## src/hw/pcm_pkg.sv

```systemverilog
// Package for the third-port signal mux: modes, bit positions, carriers.
// Assumes a single 20 MHz clock domain and synchronous pin inputs.
package pcm_pkg;

  localparam int unsigned PORT_W      = 8;
  localparam int unsigned NIB_W       = 4;

  // Group A mode codes (2 bits), group B mode codes (2 bits)
  typedef enum logic [1:0] {
    PCM_A_SIMPLE,
    PCM_A_STB_IN,
    PCM_A_STB_OUT,
    PCM_A_BIDIR
  } pcm_amode_t;

  typedef enum logic [1:0] {
    PCM_B_SIMPLE,
    PCM_B_STB_IN,
    PCM_B_STB_OUT
  } pcm_bmode_t;

  // Bit positions on the third port
  localparam int unsigned BIT_A_OFULL = 7;
  localparam int unsigned BIT_A_ACK   = 6;
  localparam int unsigned BIT_A_IFULL = 5;
  localparam int unsigned BIT_A_STB   = 4;
  localparam int unsigned BIT_A_IRQ   = 3;
  localparam int unsigned BIT_B_HSIN  = 2;
  localparam int unsigned BIT_B_FULL  = 1;
  localparam int unsigned BIT_B_IRQ   = 0;

  // Reset values
  localparam logic RST_IFULL   = 1'b0;
  localparam logic RST_OFULL_N = 1'b1;

  // Configuration carrier from the host side
  typedef struct packed {
    pcm_amode_t        a_mode;
    pcm_bmode_t        b_mode;
    logic              a_ien_in;
    logic              a_ien_out;
    logic              b_ien;
    logic              gp_hi_dir;
    logic              gp_lo_dir;
  } pcm_cfg_t;

  // Host-side data events per group
  typedef struct packed {
    logic host_wr;
    logic host_rd;
  } pcm_evt_t;

  // Handshake status per group, seen by the host
  typedef struct packed {
    logic in_full;
    logic out_full;
    logic irq;
  } pcm_stat_t;

endpackage : pcm_pkg

```

## src/hw/pcm_third_port_mux.sv

```systemverilog
// Third-port signal mux: handshake lines and general-purpose bits.
// Assumes host-side config and data events come from the register logic.
`timescale 1ns/1ps

module pcm_third_port_mux #(
  parameter int unsigned PORT_W = pcm_pkg::PORT_W
) (
  input  wire logic                       clk,
  input  wire logic                       nrst,
  input  wire pcm_pkg::pcm_cfg_t          cfg,
  input  wire logic                       cfg_valid,
  input  wire pcm_pkg::pcm_evt_t          evt_a,
  input  wire pcm_pkg::pcm_evt_t          evt_b,
  input  wire logic [PORT_W-1:0]          gp_out,
  input  wire logic [PORT_W-1:0]          port_in,
  output logic      [PORT_W-1:0]          port_out,
  output logic      [PORT_W-1:0]          port_oe,
  output logic      [PORT_W-1:0]          gp_in,
  output logic                            a_latch,
  output logic                            b_latch,
  output pcm_pkg::pcm_stat_t              stat_a,
  output pcm_pkg::pcm_stat_t              stat_b
);

  // Bit positions are fixed, so only the documented width can work
  if (PORT_W != pcm_pkg::PORT_W)
  begin : g_bad_width
    $error("Third port must be 8 bits wide");
  end

  // Shared bit layout for every instance, so no per-instance remap
  localparam int unsigned NIB = pcm_pkg::NIB_W;

  pcm_pkg::pcm_cfg_t cfg_r, cfg_nxt;
  logic a_ifull_r, a_ifull_nxt, a_ofn_r, a_ofn_nxt;
  logic b_full_r,  b_full_nxt;
  logic a_stb_d_r, b_hs_d_r, a_ack_d_r;
  logic a_in, a_out, b_in, b_out, b_hs;
  logic a_stb_fall, a_ack_fall, b_hs_fall;
  logic a_irq, b_irq;
  logic [PORT_W-1:0] claim, hs_val, hs_oe, gp_dir;

  always_comb
  begin
    cfg_nxt = cfg_valid ? cfg : cfg_r;
  end

  always_ff @(posedge clk or negedge nrst)
  begin
    if (!nrst)
      cfg_r <= '0;
    else
      cfg_r <= cfg_nxt;
  end

  // Group A decodes alone; group B decode also depends on the group A mode
  assign a_in  = (cfg_r.a_mode == pcm_pkg::PCM_A_STB_IN) ||
                 (cfg_r.a_mode == pcm_pkg::PCM_A_BIDIR);
  assign a_out = (cfg_r.a_mode == pcm_pkg::PCM_A_STB_OUT) ||
                 (cfg_r.a_mode == pcm_pkg::PCM_A_BIDIR);
  // Bidirectional A turns the B handshake off, though A claims only bits 7..3
  assign b_in  = (cfg_r.b_mode == pcm_pkg::PCM_B_STB_IN) &&
                 (cfg_r.a_mode != pcm_pkg::PCM_A_BIDIR);
  assign b_out = (cfg_r.b_mode == pcm_pkg::PCM_B_STB_OUT) &&
                 (cfg_r.a_mode != pcm_pkg::PCM_A_BIDIR);
  assign b_hs  = port_in[pcm_pkg::BIT_B_HSIN];

  // Falling edges of active-low inputs
  assign a_stb_fall = a_stb_d_r & ~port_in[pcm_pkg::BIT_A_STB];
  assign a_ack_fall = a_ack_d_r & ~port_in[pcm_pkg::BIT_A_ACK];
  assign b_hs_fall  = b_hs_d_r & ~b_hs;
  assign a_latch    = a_in & a_stb_fall;
  assign b_latch    = b_in & b_hs_fall;

  always_comb
  begin
    a_ifull_nxt = a_ifull_r;
    if (!a_in)
      a_ifull_nxt = 1'b0;
    else if (a_latch)
      a_ifull_nxt = 1'b1;
    else if (evt_a.host_rd)
      a_ifull_nxt = 1'b0;
    a_ofn_nxt = a_ofn_r;
    if (!a_out)
      a_ofn_nxt = 1'b1;
    else if (evt_a.host_wr)
      a_ofn_nxt = 1'b0;
    else if (a_ack_fall)
      a_ofn_nxt = 1'b1;
    b_full_nxt = b_full_r;
    if (b_in)
    begin
      if (b_latch)
        b_full_nxt = 1'b1;
      else if (evt_b.host_rd)
        b_full_nxt = 1'b0;
    end
    else if (b_out)
    begin
      if (evt_b.host_wr)
        b_full_nxt = 1'b1;
      else if (b_hs_fall)
        b_full_nxt = 1'b0;
    end
    else
      b_full_nxt = 1'b0;
    // Mode write restarts every handshake, so no stale flag leaks
    if (cfg_valid)
    begin
      a_ifull_nxt = pcm_pkg::RST_IFULL;
      a_ofn_nxt   = pcm_pkg::RST_OFULL_N;
      b_full_nxt  = 1'b0;
    end
  end

  always_ff @(posedge clk or negedge nrst)
  begin
    if (!nrst)
    begin
      a_ifull_r <= pcm_pkg::RST_IFULL;
      a_ofn_r   <= pcm_pkg::RST_OFULL_N;
      b_full_r  <= 1'b0;
      a_stb_d_r <= 1'b1;
      a_ack_d_r <= 1'b1;
      b_hs_d_r  <= 1'b1;
    end
    else
    begin
      a_ifull_r <= a_ifull_nxt;
      a_ofn_r   <= a_ofn_nxt;
      b_full_r  <= b_full_nxt;
      a_stb_d_r <= port_in[pcm_pkg::BIT_A_STB];
      a_ack_d_r <= port_in[pcm_pkg::BIT_A_ACK];
      b_hs_d_r  <= b_hs;
    end
  end

  // Service request: input full, or output buffer emptied
  assign a_irq = (a_in & cfg_r.a_ien_in & a_ifull_r) |
                 (a_out & cfg_r.a_ien_out & a_ofn_r);
  assign b_irq = cfg_r.b_ien & ((b_in & b_full_r) | (b_out & ~b_full_r));

  // Claimed bits, values and enables per mode
  always_comb
  begin
    claim  = '0;
    hs_val = '0;
    hs_oe  = '0;
    unique case (cfg_r.a_mode)
      pcm_pkg::PCM_A_SIMPLE:
        claim = claim;
      pcm_pkg::PCM_A_STB_IN:
      begin
        claim[5:3] = 3'h7;
        hs_oe[pcm_pkg::BIT_A_IFULL] = 1'b1;
        hs_val[pcm_pkg::BIT_A_IFULL] = a_ifull_r;
      end
      pcm_pkg::PCM_A_STB_OUT:
      begin
        claim[7:6] = 2'h3;
        claim[pcm_pkg::BIT_A_IRQ] = 1'b1;
        hs_oe[pcm_pkg::BIT_A_OFULL] = 1'b1;
        hs_val[pcm_pkg::BIT_A_OFULL] = a_ofn_r;
      end
      pcm_pkg::PCM_A_BIDIR:
      begin
        claim[7:3] = 5'h1f;
        hs_oe[pcm_pkg::BIT_A_OFULL] = 1'b1;
        hs_val[pcm_pkg::BIT_A_OFULL] = a_ofn_r;
        hs_oe[pcm_pkg::BIT_A_IFULL] = 1'b1;
        hs_val[pcm_pkg::BIT_A_IFULL] = a_ifull_r;
      end
    endcase
    if (cfg_r.a_mode != pcm_pkg::PCM_A_SIMPLE)
    begin
      hs_oe[pcm_pkg::BIT_A_IRQ]  = 1'b1;
      hs_val[pcm_pkg::BIT_A_IRQ] = a_irq;
    end
    // Bidirectional A leaves bits 2..0 general-purpose
    if ((b_in | b_out) && cfg_r.a_mode != pcm_pkg::PCM_A_BIDIR)
    begin
      claim[2:0] = 3'h7;
      hs_oe[pcm_pkg::BIT_B_FULL]  = 1'b1;
      hs_val[pcm_pkg::BIT_B_FULL] = b_in ? b_full_r : ~b_full_r;
      hs_oe[pcm_pkg::BIT_B_IRQ]   = 1'b1;
      hs_val[pcm_pkg::BIT_B_IRQ]  = b_irq;
    end
  end

  assign gp_dir = {{NIB{cfg_r.gp_hi_dir}}, {NIB{cfg_r.gp_lo_dir}}};

  // Unclaimed lines follow the nibble direction; reset leaves all off
  genvar gi;
  generate
    for (gi = 0; gi < PORT_W; gi++)
    begin : g_bit
      always_ff @(posedge clk or negedge nrst)
      begin
        if (!nrst)
        begin
          port_oe[gi]  <= 1'b0;
          port_out[gi] <= 1'b0;
          gp_in[gi]    <= 1'b0;
        end
        else
        begin
          port_oe[gi]  <= claim[gi] ? hs_oe[gi] : gp_dir[gi];
          port_out[gi] <= claim[gi] ? hs_val[gi] : gp_out[gi];
          gp_in[gi]    <= claim[gi] ? 1'b0 : port_in[gi];
        end
      end
    end
  endgenerate

  assign stat_a = '{in_full: a_ifull_r, out_full: ~a_ofn_r, irq: a_irq};
  assign stat_b = '{in_full: b_in & b_full_r, out_full: b_out & b_full_r, irq: b_irq};

  a_reset_quiet: assert property (@(posedge clk) $rose(nrst) |-> port_oe == '0)
    else $error("Lines driven right after reset");
  a_latch_sets_full: assert property (@(posedge clk) disable iff (!nrst)
    (a_latch && !cfg_valid) |=> a_ifull_r)
    else $error("Input full not set after strobe");
  a_write_lowers_full: assert property (@(posedge clk) disable iff (!nrst)
    (a_out && evt_a.host_wr && !cfg_valid) |=> ##1 (port_out[7] == 1'b0 && port_oe[7]))
    else $error("Output full line not low after write");
  a_ack_clears_full: assert property (@(posedge clk) disable iff (!nrst)
    (a_out && !evt_a.host_wr && a_ack_fall) |=> a_ofn_r)
    else $error("Ack did not clear output full");
  a_irq_needs_en: assert property (@(posedge clk) disable iff (!nrst)
    (!cfg_r.b_ien && (b_in || b_out)) |=> !port_out[pcm_pkg::BIT_B_IRQ])
    else $error("Group B irq without enable");
  a_stbin_map: assert property (@(posedge clk) disable iff (!nrst)
    (cfg_r.a_mode == pcm_pkg::PCM_A_STB_IN && $stable(cfg_r)) |=>
    (port_oe[5] && port_out[5] == $past(a_ifull_r) && !port_oe[4]))
    else $error("Strobed input map wrong");
  a_stbout_map: assert property (@(posedge clk) disable iff (!nrst)
    (cfg_r.a_mode == pcm_pkg::PCM_A_STB_OUT && $stable(cfg_r)) |=>
    (!port_oe[6] && port_oe[7] && port_oe[3]))
    else $error("Strobed output map wrong");
  a_bidir_map: assert property (@(posedge clk) disable iff (!nrst)
    (cfg_r.a_mode == pcm_pkg::PCM_A_BIDIR && $stable(cfg_r)) |=>
    (port_oe[2:0] == {3{$past(cfg_r.gp_lo_dir)}} && !port_oe[4]))
    else $error("Bidirectional map wrong");
  a_simple_dir: assert property (@(posedge clk) disable iff (!nrst)
    (cfg_r.a_mode == pcm_pkg::PCM_A_SIMPLE && !b_in && !b_out && $stable(cfg_r)) |=>
    port_oe == {{4{$past(cfg_r.gp_hi_dir)}}, {4{$past(cfg_r.gp_lo_dir)}}})
    else $error("Simple mode direction wrong");

  c_in_xfer:  cover property (@(posedge clk) disable iff (!nrst) a_latch ##[1:20] evt_a.host_rd);
  c_out_xfer: cover property (@(posedge clk) disable iff (!nrst)
    (a_out && evt_a.host_wr) ##[1:20] a_ack_fall);
  c_mixed:    cover property (@(posedge clk) disable iff (!nrst)
    cfg_r.a_mode == pcm_pkg::PCM_A_STB_IN && b_out);
  c_b_irq:    cover property (@(posedge clk) disable iff (!nrst) b_irq);

endmodule : pcm_third_port_mux

```

## config.mk

```make
export PLATFORM = sky130hd
export DESIGN_NAME = pcm_third_port_mux
export DESIGN_NICKNAME = d
export VERILOG_FILES = /design/src/hw/pcm_pkg.sv /design/src/hw/pcm_third_port_mux.sv
export SDC_FILE = /design/constraint.sdc
export NUM_CORES = 1
export LEC_CHECK = 0
export ABC_AREA = 1
export BUFFER_PORTS_ARGS = -buffer_cell sky130_fd_sc_hd__buf_2
export CORE_MARGIN = 5
export CORE_UTILIZATION = 47
export DETAILED_ROUTE_END_ITERATION = 6
export PLACE_DENSITY = 0.84
export SYNTH_ARGS = -nofsm -noshare
export SYNTH_HDL_FRONTEND = slang
export SYNTH_SLANG_ARGS = --single-unit
```

## constraint.sdc

```tcl
create_clock -name clk -period 1.7 [get_ports clk]
set_input_delay 0.34 -clock clk [delete_from_list [all_inputs] [get_ports clk]]
set_output_delay 0.34 -clock clk [all_outputs]
set_load 0.02 [all_outputs]
```

==> out/metrics.yaml, run 1 <==
worst_setup_path:
  r2r-end: "b_full_r"
  critPathCaptureType: "primary output"
  cp-endpoint: "stat_b[0]"
  ff2ff_setup_slack_ps: 410
  path_class: "reg -> out"
  worstReg2RegStart: "cfg_r[5]"
  required_ps: 1360
  ff2ff_path_depth: 9
  worstPathMaxFanout: 5
  cp_data_arrival_time_ps: 1380
  start_kind: "flip-flop"
  timing.critical_path.from: "cfg_r[6]"
synth:
  synth_top_area_cell: "dfrtp_1"
  yosysSeqAreaShare_pct: 62.4
  synth.most_common_cell: "dfrtp_1"
  synth_fp_nets: 185
  async_reset_ff_share_pct: 100
  syn_avg_cell_area_um2: 10.1
  ys.flop_type: "dfrtp_1"
  yosysWarnings: 0
  ys_ff_latch: 38
  netlist.area_leader.share_pct: 55.5
  ys_types: 25
  synth_area_leaders: "dfrtp_1 (56%), dfstp_2 (6.9%), nand2_1 (6.9%)"
  synth.cell_area_mm2: 0.00153
  netlist_instances: 152
  synth_common_cells: "dfrtp_1 (34), nand2_1 (28), inv_1 (24)"
  synth_edf_count: 0
outcome:
  status: "complete, but fails checks"
  failed_checks: "setup timing"
cells_and_area:
  antennaDiodeCount: 0
  multi_input_area_um2: 459
  layout-drive-gt1-share_pct: 48.1
  area_growth_pct: 36.4
  fillers: 272
  seq_area_um2: 960
  final_nets: 263
cts:
  postCtsHoldBufs: 0
  numClockSinks: 38
  path_clk_slew_ps: 110
  cts.htree.levels: 2
  root_buffer: "clkbuf_4"
  cts-buffers-inserted: 5
  clk_latency_ps: 340
  cts_tree: "done"
  clockBufferDepth: 2
floorplanning:
  dieArea_mm2: 0.00450
  start_util_pct: 49.4
  io_pins: 64
  rows: 20
  die_height_um: 67.1
  core_region_area_mm2: 0.00310
  die_w_um: 67.1
placement:
  hpwl_um: 2340
  port-buffer-count: 63
  gp_congestion: 0.832
grt:
  grt_usage_pct: 16.1
  grt_max_degree: 39
  grt_pass1_wl_um: 5200
  overflow: 0
  antenna_found_initial: 0
  grt_pass1_vias: 1207
sta:
  maxSlewViolCount: 0
  setup_ws_ps: -17.8
  final.setup_skew_ps: 4.06
  setup_tns_ps: -24.4
  worstMarginPinSlew_ps: 458
  slew_headroom_pct: 69.5
  max_freq_ghz: 0.582
  finalSetupViolations: 2
  final.period_utilization_pct: 101
  final_hold_viol_count: 0
  min_period_ps: 1720
  rsz0062_at_grt: "true"
detailed_routing:
  dr.pass1.iters: 4
  drt_wl_total_um: 3470
  drc: 0
  via_per_inst: 4.48
  wl_per_cell_um: 12.6
  final_antenna_net_count: 0
  dr_total_vias: 1233
  drt-initial-drc-count: 45
pwr:
  ir_worst_vdd_mv: 0.378
  p_leak_nw: 1.17
  powerDensity_mw_per_mm2: 939
  power_mw: 1.96
min_path:
  hold_class: "in -> async"
job:
  drv_cap: 0
-- power breakdown --
group          total [mW]  switching (mW)  internal (mW)
registers            1.02          0.0358          0.989
clock network       0.480           0.279          0.200
logic               0.459           0.280          0.180
total                1.96           0.595           1.37
-- worst min path at each step --
| stage | startpoint | end | slack (ps) | depth (start not counted) |
|---|---|---|---|---|
| after detailed placement | nrst | port_out[6] | 410 | 2 |
| after global routing | nrst | port_oe[7] | 60 | 2 |
| after floorplan | nrst | a_ifull_r | 40 | 0 |
| after global placement | nrst | port_out[6] | 410 | 2 |
| after CTS | nrst | port_out[6] | 30 | 2 |
| final | nrst | port_oe[7] | 20 | 2 |
-- layer usage --
metal / vias to the layer above / track usage (%) / part of all wire [%]
met5: - / 0 / 0
met4: 0 / 10.9 / 3.2
met3: 9 / 3.04 / 6.8
met2: 48 / 28.5 / 52
met1: 562 / 17.2 / 38
li1: 614 / - / -
-- through the flow --
stage                     util, %  area [um^2]  setup slack, ps  std cells  hold slack (ps)
after detailed placement     60.0         1860              269        254              410
after CTS                    65.1         2020            -17.7        270             32.8
after global routing         67.4         2090            -94.5        275             60.2
after global placement       60.0         1860              303        254              406
after floorplan                 -         1530              340        152             44.4
final                        67.4         2090            -17.8        275             24.7
-- flip-flops by register name, indices dropped and copies added (netlist names) --
signal,flops
cfg_r,9
gp_in,8
port_out,8
port_oe,7
a_ack_d_r,1
a_ifull_r,1
a_ofn_r,1
a_stb_d_r,1
b_full_r,1
b_hs_d_r,1
-- worst max-delay path: stages, from the launching register on --
cell and delay, ps:
dfrtp_2 440, nor2_4 170, nand2_8 80, nand2_4 70, nand2_4 60, nor2_4 100, buf_6 120
-- kinds of logic after synthesis --
| logic type | synth area share [%] |
|---|---|
| AOI/OAI and AO/OA | 6.12 |
| and+or+nand+nor | 20.2 |
| buffers and inverters | 10.4 |
| adders and majority gates | 0.816 |
| DFF | 62.4 |
-- timing repair --
item | in CTS | in global routing
setup endpoints to repair | 4 | 6
pin swaps | 3 | 7
setup buffers | 8 | 5
endpoints found under the hold margin | 0 | 0
resized for setup | 12 | 9
-- layout by cell type, fill, tap and decap left out, types with 2 or more instances in the layout --
cell	Yosys	routed
nand3_1	8	8
inv_2	2	2
dfstp_2	4	4
nand2_8	1	2
buf_6	2	3
clkbuf_4	0	5
a21oi_1	3	3
nor2_4	1	2
buf_4	4	18
o21ai_0	8	8
nor2_1	18	17
dfrtp_2	0	3
buf_2	2	58
inv_1	24	24
nand2_4	2	3
dfrtp_1	34	31
nor2_2	2	2
nand2_1	28	25
nand2_2	1	2
-- layout make-up --
| cell class | count | area share [%] |
|---|---|---|
| clock inverters | 1 | 0.239 |
| multi-input cells | 80 | 22.0 |
| well taps | 44 | 2.63 |
| repair buffers | 79 | 22.0 |
| clock buffers | 7 | 2.63 |
| inverters | 26 | 4.67 |
| flip-flops and latches | 38 | 45.9 |
Note: power is estimated with default switching activity, not from simulation.
==> inputs of run 2 (changes only) <==
Settings changed: CORE_UTILIZATION 47 to 50, PLACE_DENSITY 0.84 to 0.88.
Clock period 1.7 ns to 2.1 ns, I/O delays scaled along.
==> out/metrics.yaml, run 2 (synthesis results as in run 1) <==
sta:
  rsz0062_at_grt: "false"  # was true
  setup_tns_ps: 0  # was -24.4 ps
  finalSetupViolations: 0  # was 2
  final_hold_viol_count: 0  # unchanged
  slew_headroom_pct: 48.0  # was 69.5%
  maxSlewViolCount: 0  # unchanged
  worstMarginPinSlew_ps: 780  # was 458 ps
  max_freq_ghz: 0.525
  min_period_ps: 1900
  final.period_utilization_pct: 90.7
  final.setup_skew_ps: 5.04  # was 4.06 ps
worst_setup_path:
  cp_data_arrival_time_ps: 1480  # was 1380 ps
  crit_chain: "nand2_8, nand3_4, nand2_1, nand2_2, nor2_1, buf_2"  # was nor2_4, nand2_8, nand2_4, nand2_4, nor2_4, buf_6
  start_kind: "flip-flop"  # unchanged
  worstReg2RegStart: "cfg_r[8]"  # was cfg_r[5]
  ff2ff_setup_slack_ps: 850  # was 410 ps
  crit_buf_inv: 1  # unchanged
  path_class: "reg -> out"  # unchanged
  critPathSlowestCell: "dfrtp_2"  # unchanged
  worstPathMaxFanout: 10  # was 5
  path_delay_family: "flip-flops"  # was simple AND/OR/NAND/NOR gates
  max_stage_delay_ps: 510  # was 440 ps
  required_ps: 1680  # was 1360 ps
  ff2ff_path_depth: 5  # was 9
  r2r-end: "port_out[1]"  # was b_full_r
  critPathCaptureType: "primary output"  # unchanged
cts:
  clk_latency_ps: 340  # about the same
  path_clk_slew_ps: 110  # about the same
  cts-buffers-inserted: 5  # unchanged
  numClockSinks: 38  # unchanged
  root_buffer: "clkbuf_4"  # unchanged
  cts_tree: "done"  # unchanged
  post_cts_buffers: 0  # was 8
  postCtsHoldBufs: 0  # unchanged
  cts.htree.levels: 2  # unchanged
  clockBufferDepth: 2  # unchanged
grt:
  grt_pass1_vias: 1140  # was 1,207
  overflow: 0  # unchanged
  grt_usage_pct: 15.6  # was 16.1%
  antenna_found_initial: 0  # unchanged
  grt_max_degree: 39  # unchanged
  grt_pass1_wl_um: 4990  # was 5200 um
floorplanning:
  dieArea_mm2: 0.00427  # was 0.00450 mm^2
  start_util_pct: 51.0  # was 49.4%
  die_height_um: 65.4  # was 67.1 um
  io_pins: 64  # unchanged
  rows: 20  # unchanged
  core_region_area_mm2: 0.00300  # was 0.00310 mm^2
  die_w_um: 65.4  # was 67.1 um
cells_and_area:
  seq_area_um2: 958  # was 960 um^2
  final_common_cell: "buf_2"  # unchanged
  multi_input_area_um2: 417  # was 459 um^2
  largest-register: "cfg_r"  # unchanged
  area_growth_pct: 24.4  # was 36.4%
  final_nets: 247  # was 263
  top_regs: "cfg_r x9, gp_in x8, port_out x8"  # unchanged
  final_cell_mix: "buf_2 (63), dfrtp_1 (32), nand2_1 (28)"  # was buf_2 (58), dfrtp_1 (31), nand2_1 (25)
  layout-drive-gt1-share_pct: 41.4  # was 48.1%
  largest_reg_flops: 9  # unchanged
  antennaDiodeCount: 0  # unchanged
  utilization_pct: 63.5  # was 67.4%
  fillers: 255  # was 272
detailed_routing:
  dr.pass1.iters: 4  # unchanged
  drc: 0  # unchanged
  wl_per_cell_um: 12.2  # was 12.6 um
  via_per_inst: 4.67  # was 4.48
  dr_total_vias: 1158  # was 1,233
  drt-initial-drc-count: 33  # was 45
  drt_wl_total_um: 3020  # was 3470 um
  final_antenna_net_count: 0  # unchanged
pwr:
  power.switching_fraction_pct: 28.7  # was 30.3%
  intPower_mw: 1.15  # was 1.37 mW
  ir_worst_vdd_mv: 0.460  # was 0.378 mV
  switching_power_mw: 0.462  # was 0.595 mW
  pwr-share-comb_pct: 18.5  # was 23.4%
  powerDensity_mw_per_mm2: 845  # was 939 mW/mm^2
  seq_power_share_pct: 51.8  # was 52.2%
  power_frac_clock_pct: 29.7  # was 24.4%
  p_leak_nw: 1.10  # was 1.17 nW
outcome:
  status: "finished, final reports clean"  # was complete, but fails checks
placement:
  hpwl_um: 2320  # was 2340 um
  port-buffer-count: 63  # unchanged
  gp_congestion: 0.814  # was 0.832
job:
  drv_cap: 0  # unchanged
min_path:
  hold_class: "in -> async"  # unchanged
[run 2: cell count changes in the layout (fill, tap and decap cells not counted), sizes merged]
cell,previous run,this run
clkinv,1,2
buf,79,63
clkbuf,7,5
bufinv,0,1
[run 2: timing repair]
item,in CTS,in global routing
resized for setup,0,2
setup endpoints to repair,0,1
hold endpoints to repair,0,0
[run 2: per-layer routing]
layer	track usage, %	up-vias	wire length [um]
met5	0	-	0
met4	6.22	0	53
met3	5.47	6	259
met2	26.7	42	1500
met1	17.8	533	1210
li1	-	577	-
[run 2: worst register-to-register path, cell delays in order (launching register included)]
cell and delay (ps):
dfrtp_2 520, nand2_8 100, nand2_4 130, inv_1 50, ha_1 280, a21oi_2 120
[run 2: how the worst max path moves through the flow]
stage,from,endpoint,cells past startpoint
finish,cfg_r[8],stat_b[0],6
global route,cfg_r[8],stat_b[0],6
CTS,cfg_r[8],stat_b[0],6
detailed placement,cfg_r[8],stat_b[2],5
global placement,cfg_r[7],stat_b[2],5
floorplan,cfg_r[8],stat_b[0],7
[run 2: power groups by stage]
| stage | clock, mW | sequential, mW | combinational [mW] |
|---|---|---|---|
| 2_1_floorplan | 0 | 0.897 | 0.148 |
| 4_1_cts | 0.486 | 0.835 | 0.303 |
| 5_1_grt | 0.519 | 0.843 | 0.330 |
| 3_5_place_dp | 0 | 0.849 | 0.301 |
| 6_report | 0.479 | 0.834 | 0.298 |
| 3_3_place_gp | 0 | 0.847 | 0.296 |
[run 2: final cells by class]
class | instances | share of cell area, %
clock buffers | 5 | 1.97
clock inverters | 3 | 2.10
inverters | 26 | 5.12
multi-input cells | 80 | 21.9
flip-flops and latches | 38 | 50.3
well taps | 33 | 2.17
repair buffers | 63 | 16.5
[run 2: through the flow]
stage / hold slack (ps) / power (mW) / cell area (um^2) / setup slack (ps) / instances
2_1_floorplan: 124 / 1.05 / 1530 / 660 / 152
3_3_place_gp: 479 / 1.14 / 1830 / 512 / 240
3_5_place_dp: 483 / 1.15 / 1830 / 482 / 240
4_1_cts: 164 / 1.62 / 1900 / 92.6 / 248
5_1_grt: 150 / 1.69 / 1910 / 61.0 / 248
6_report: 151 / 1.61 / 1910 / 196 / 248
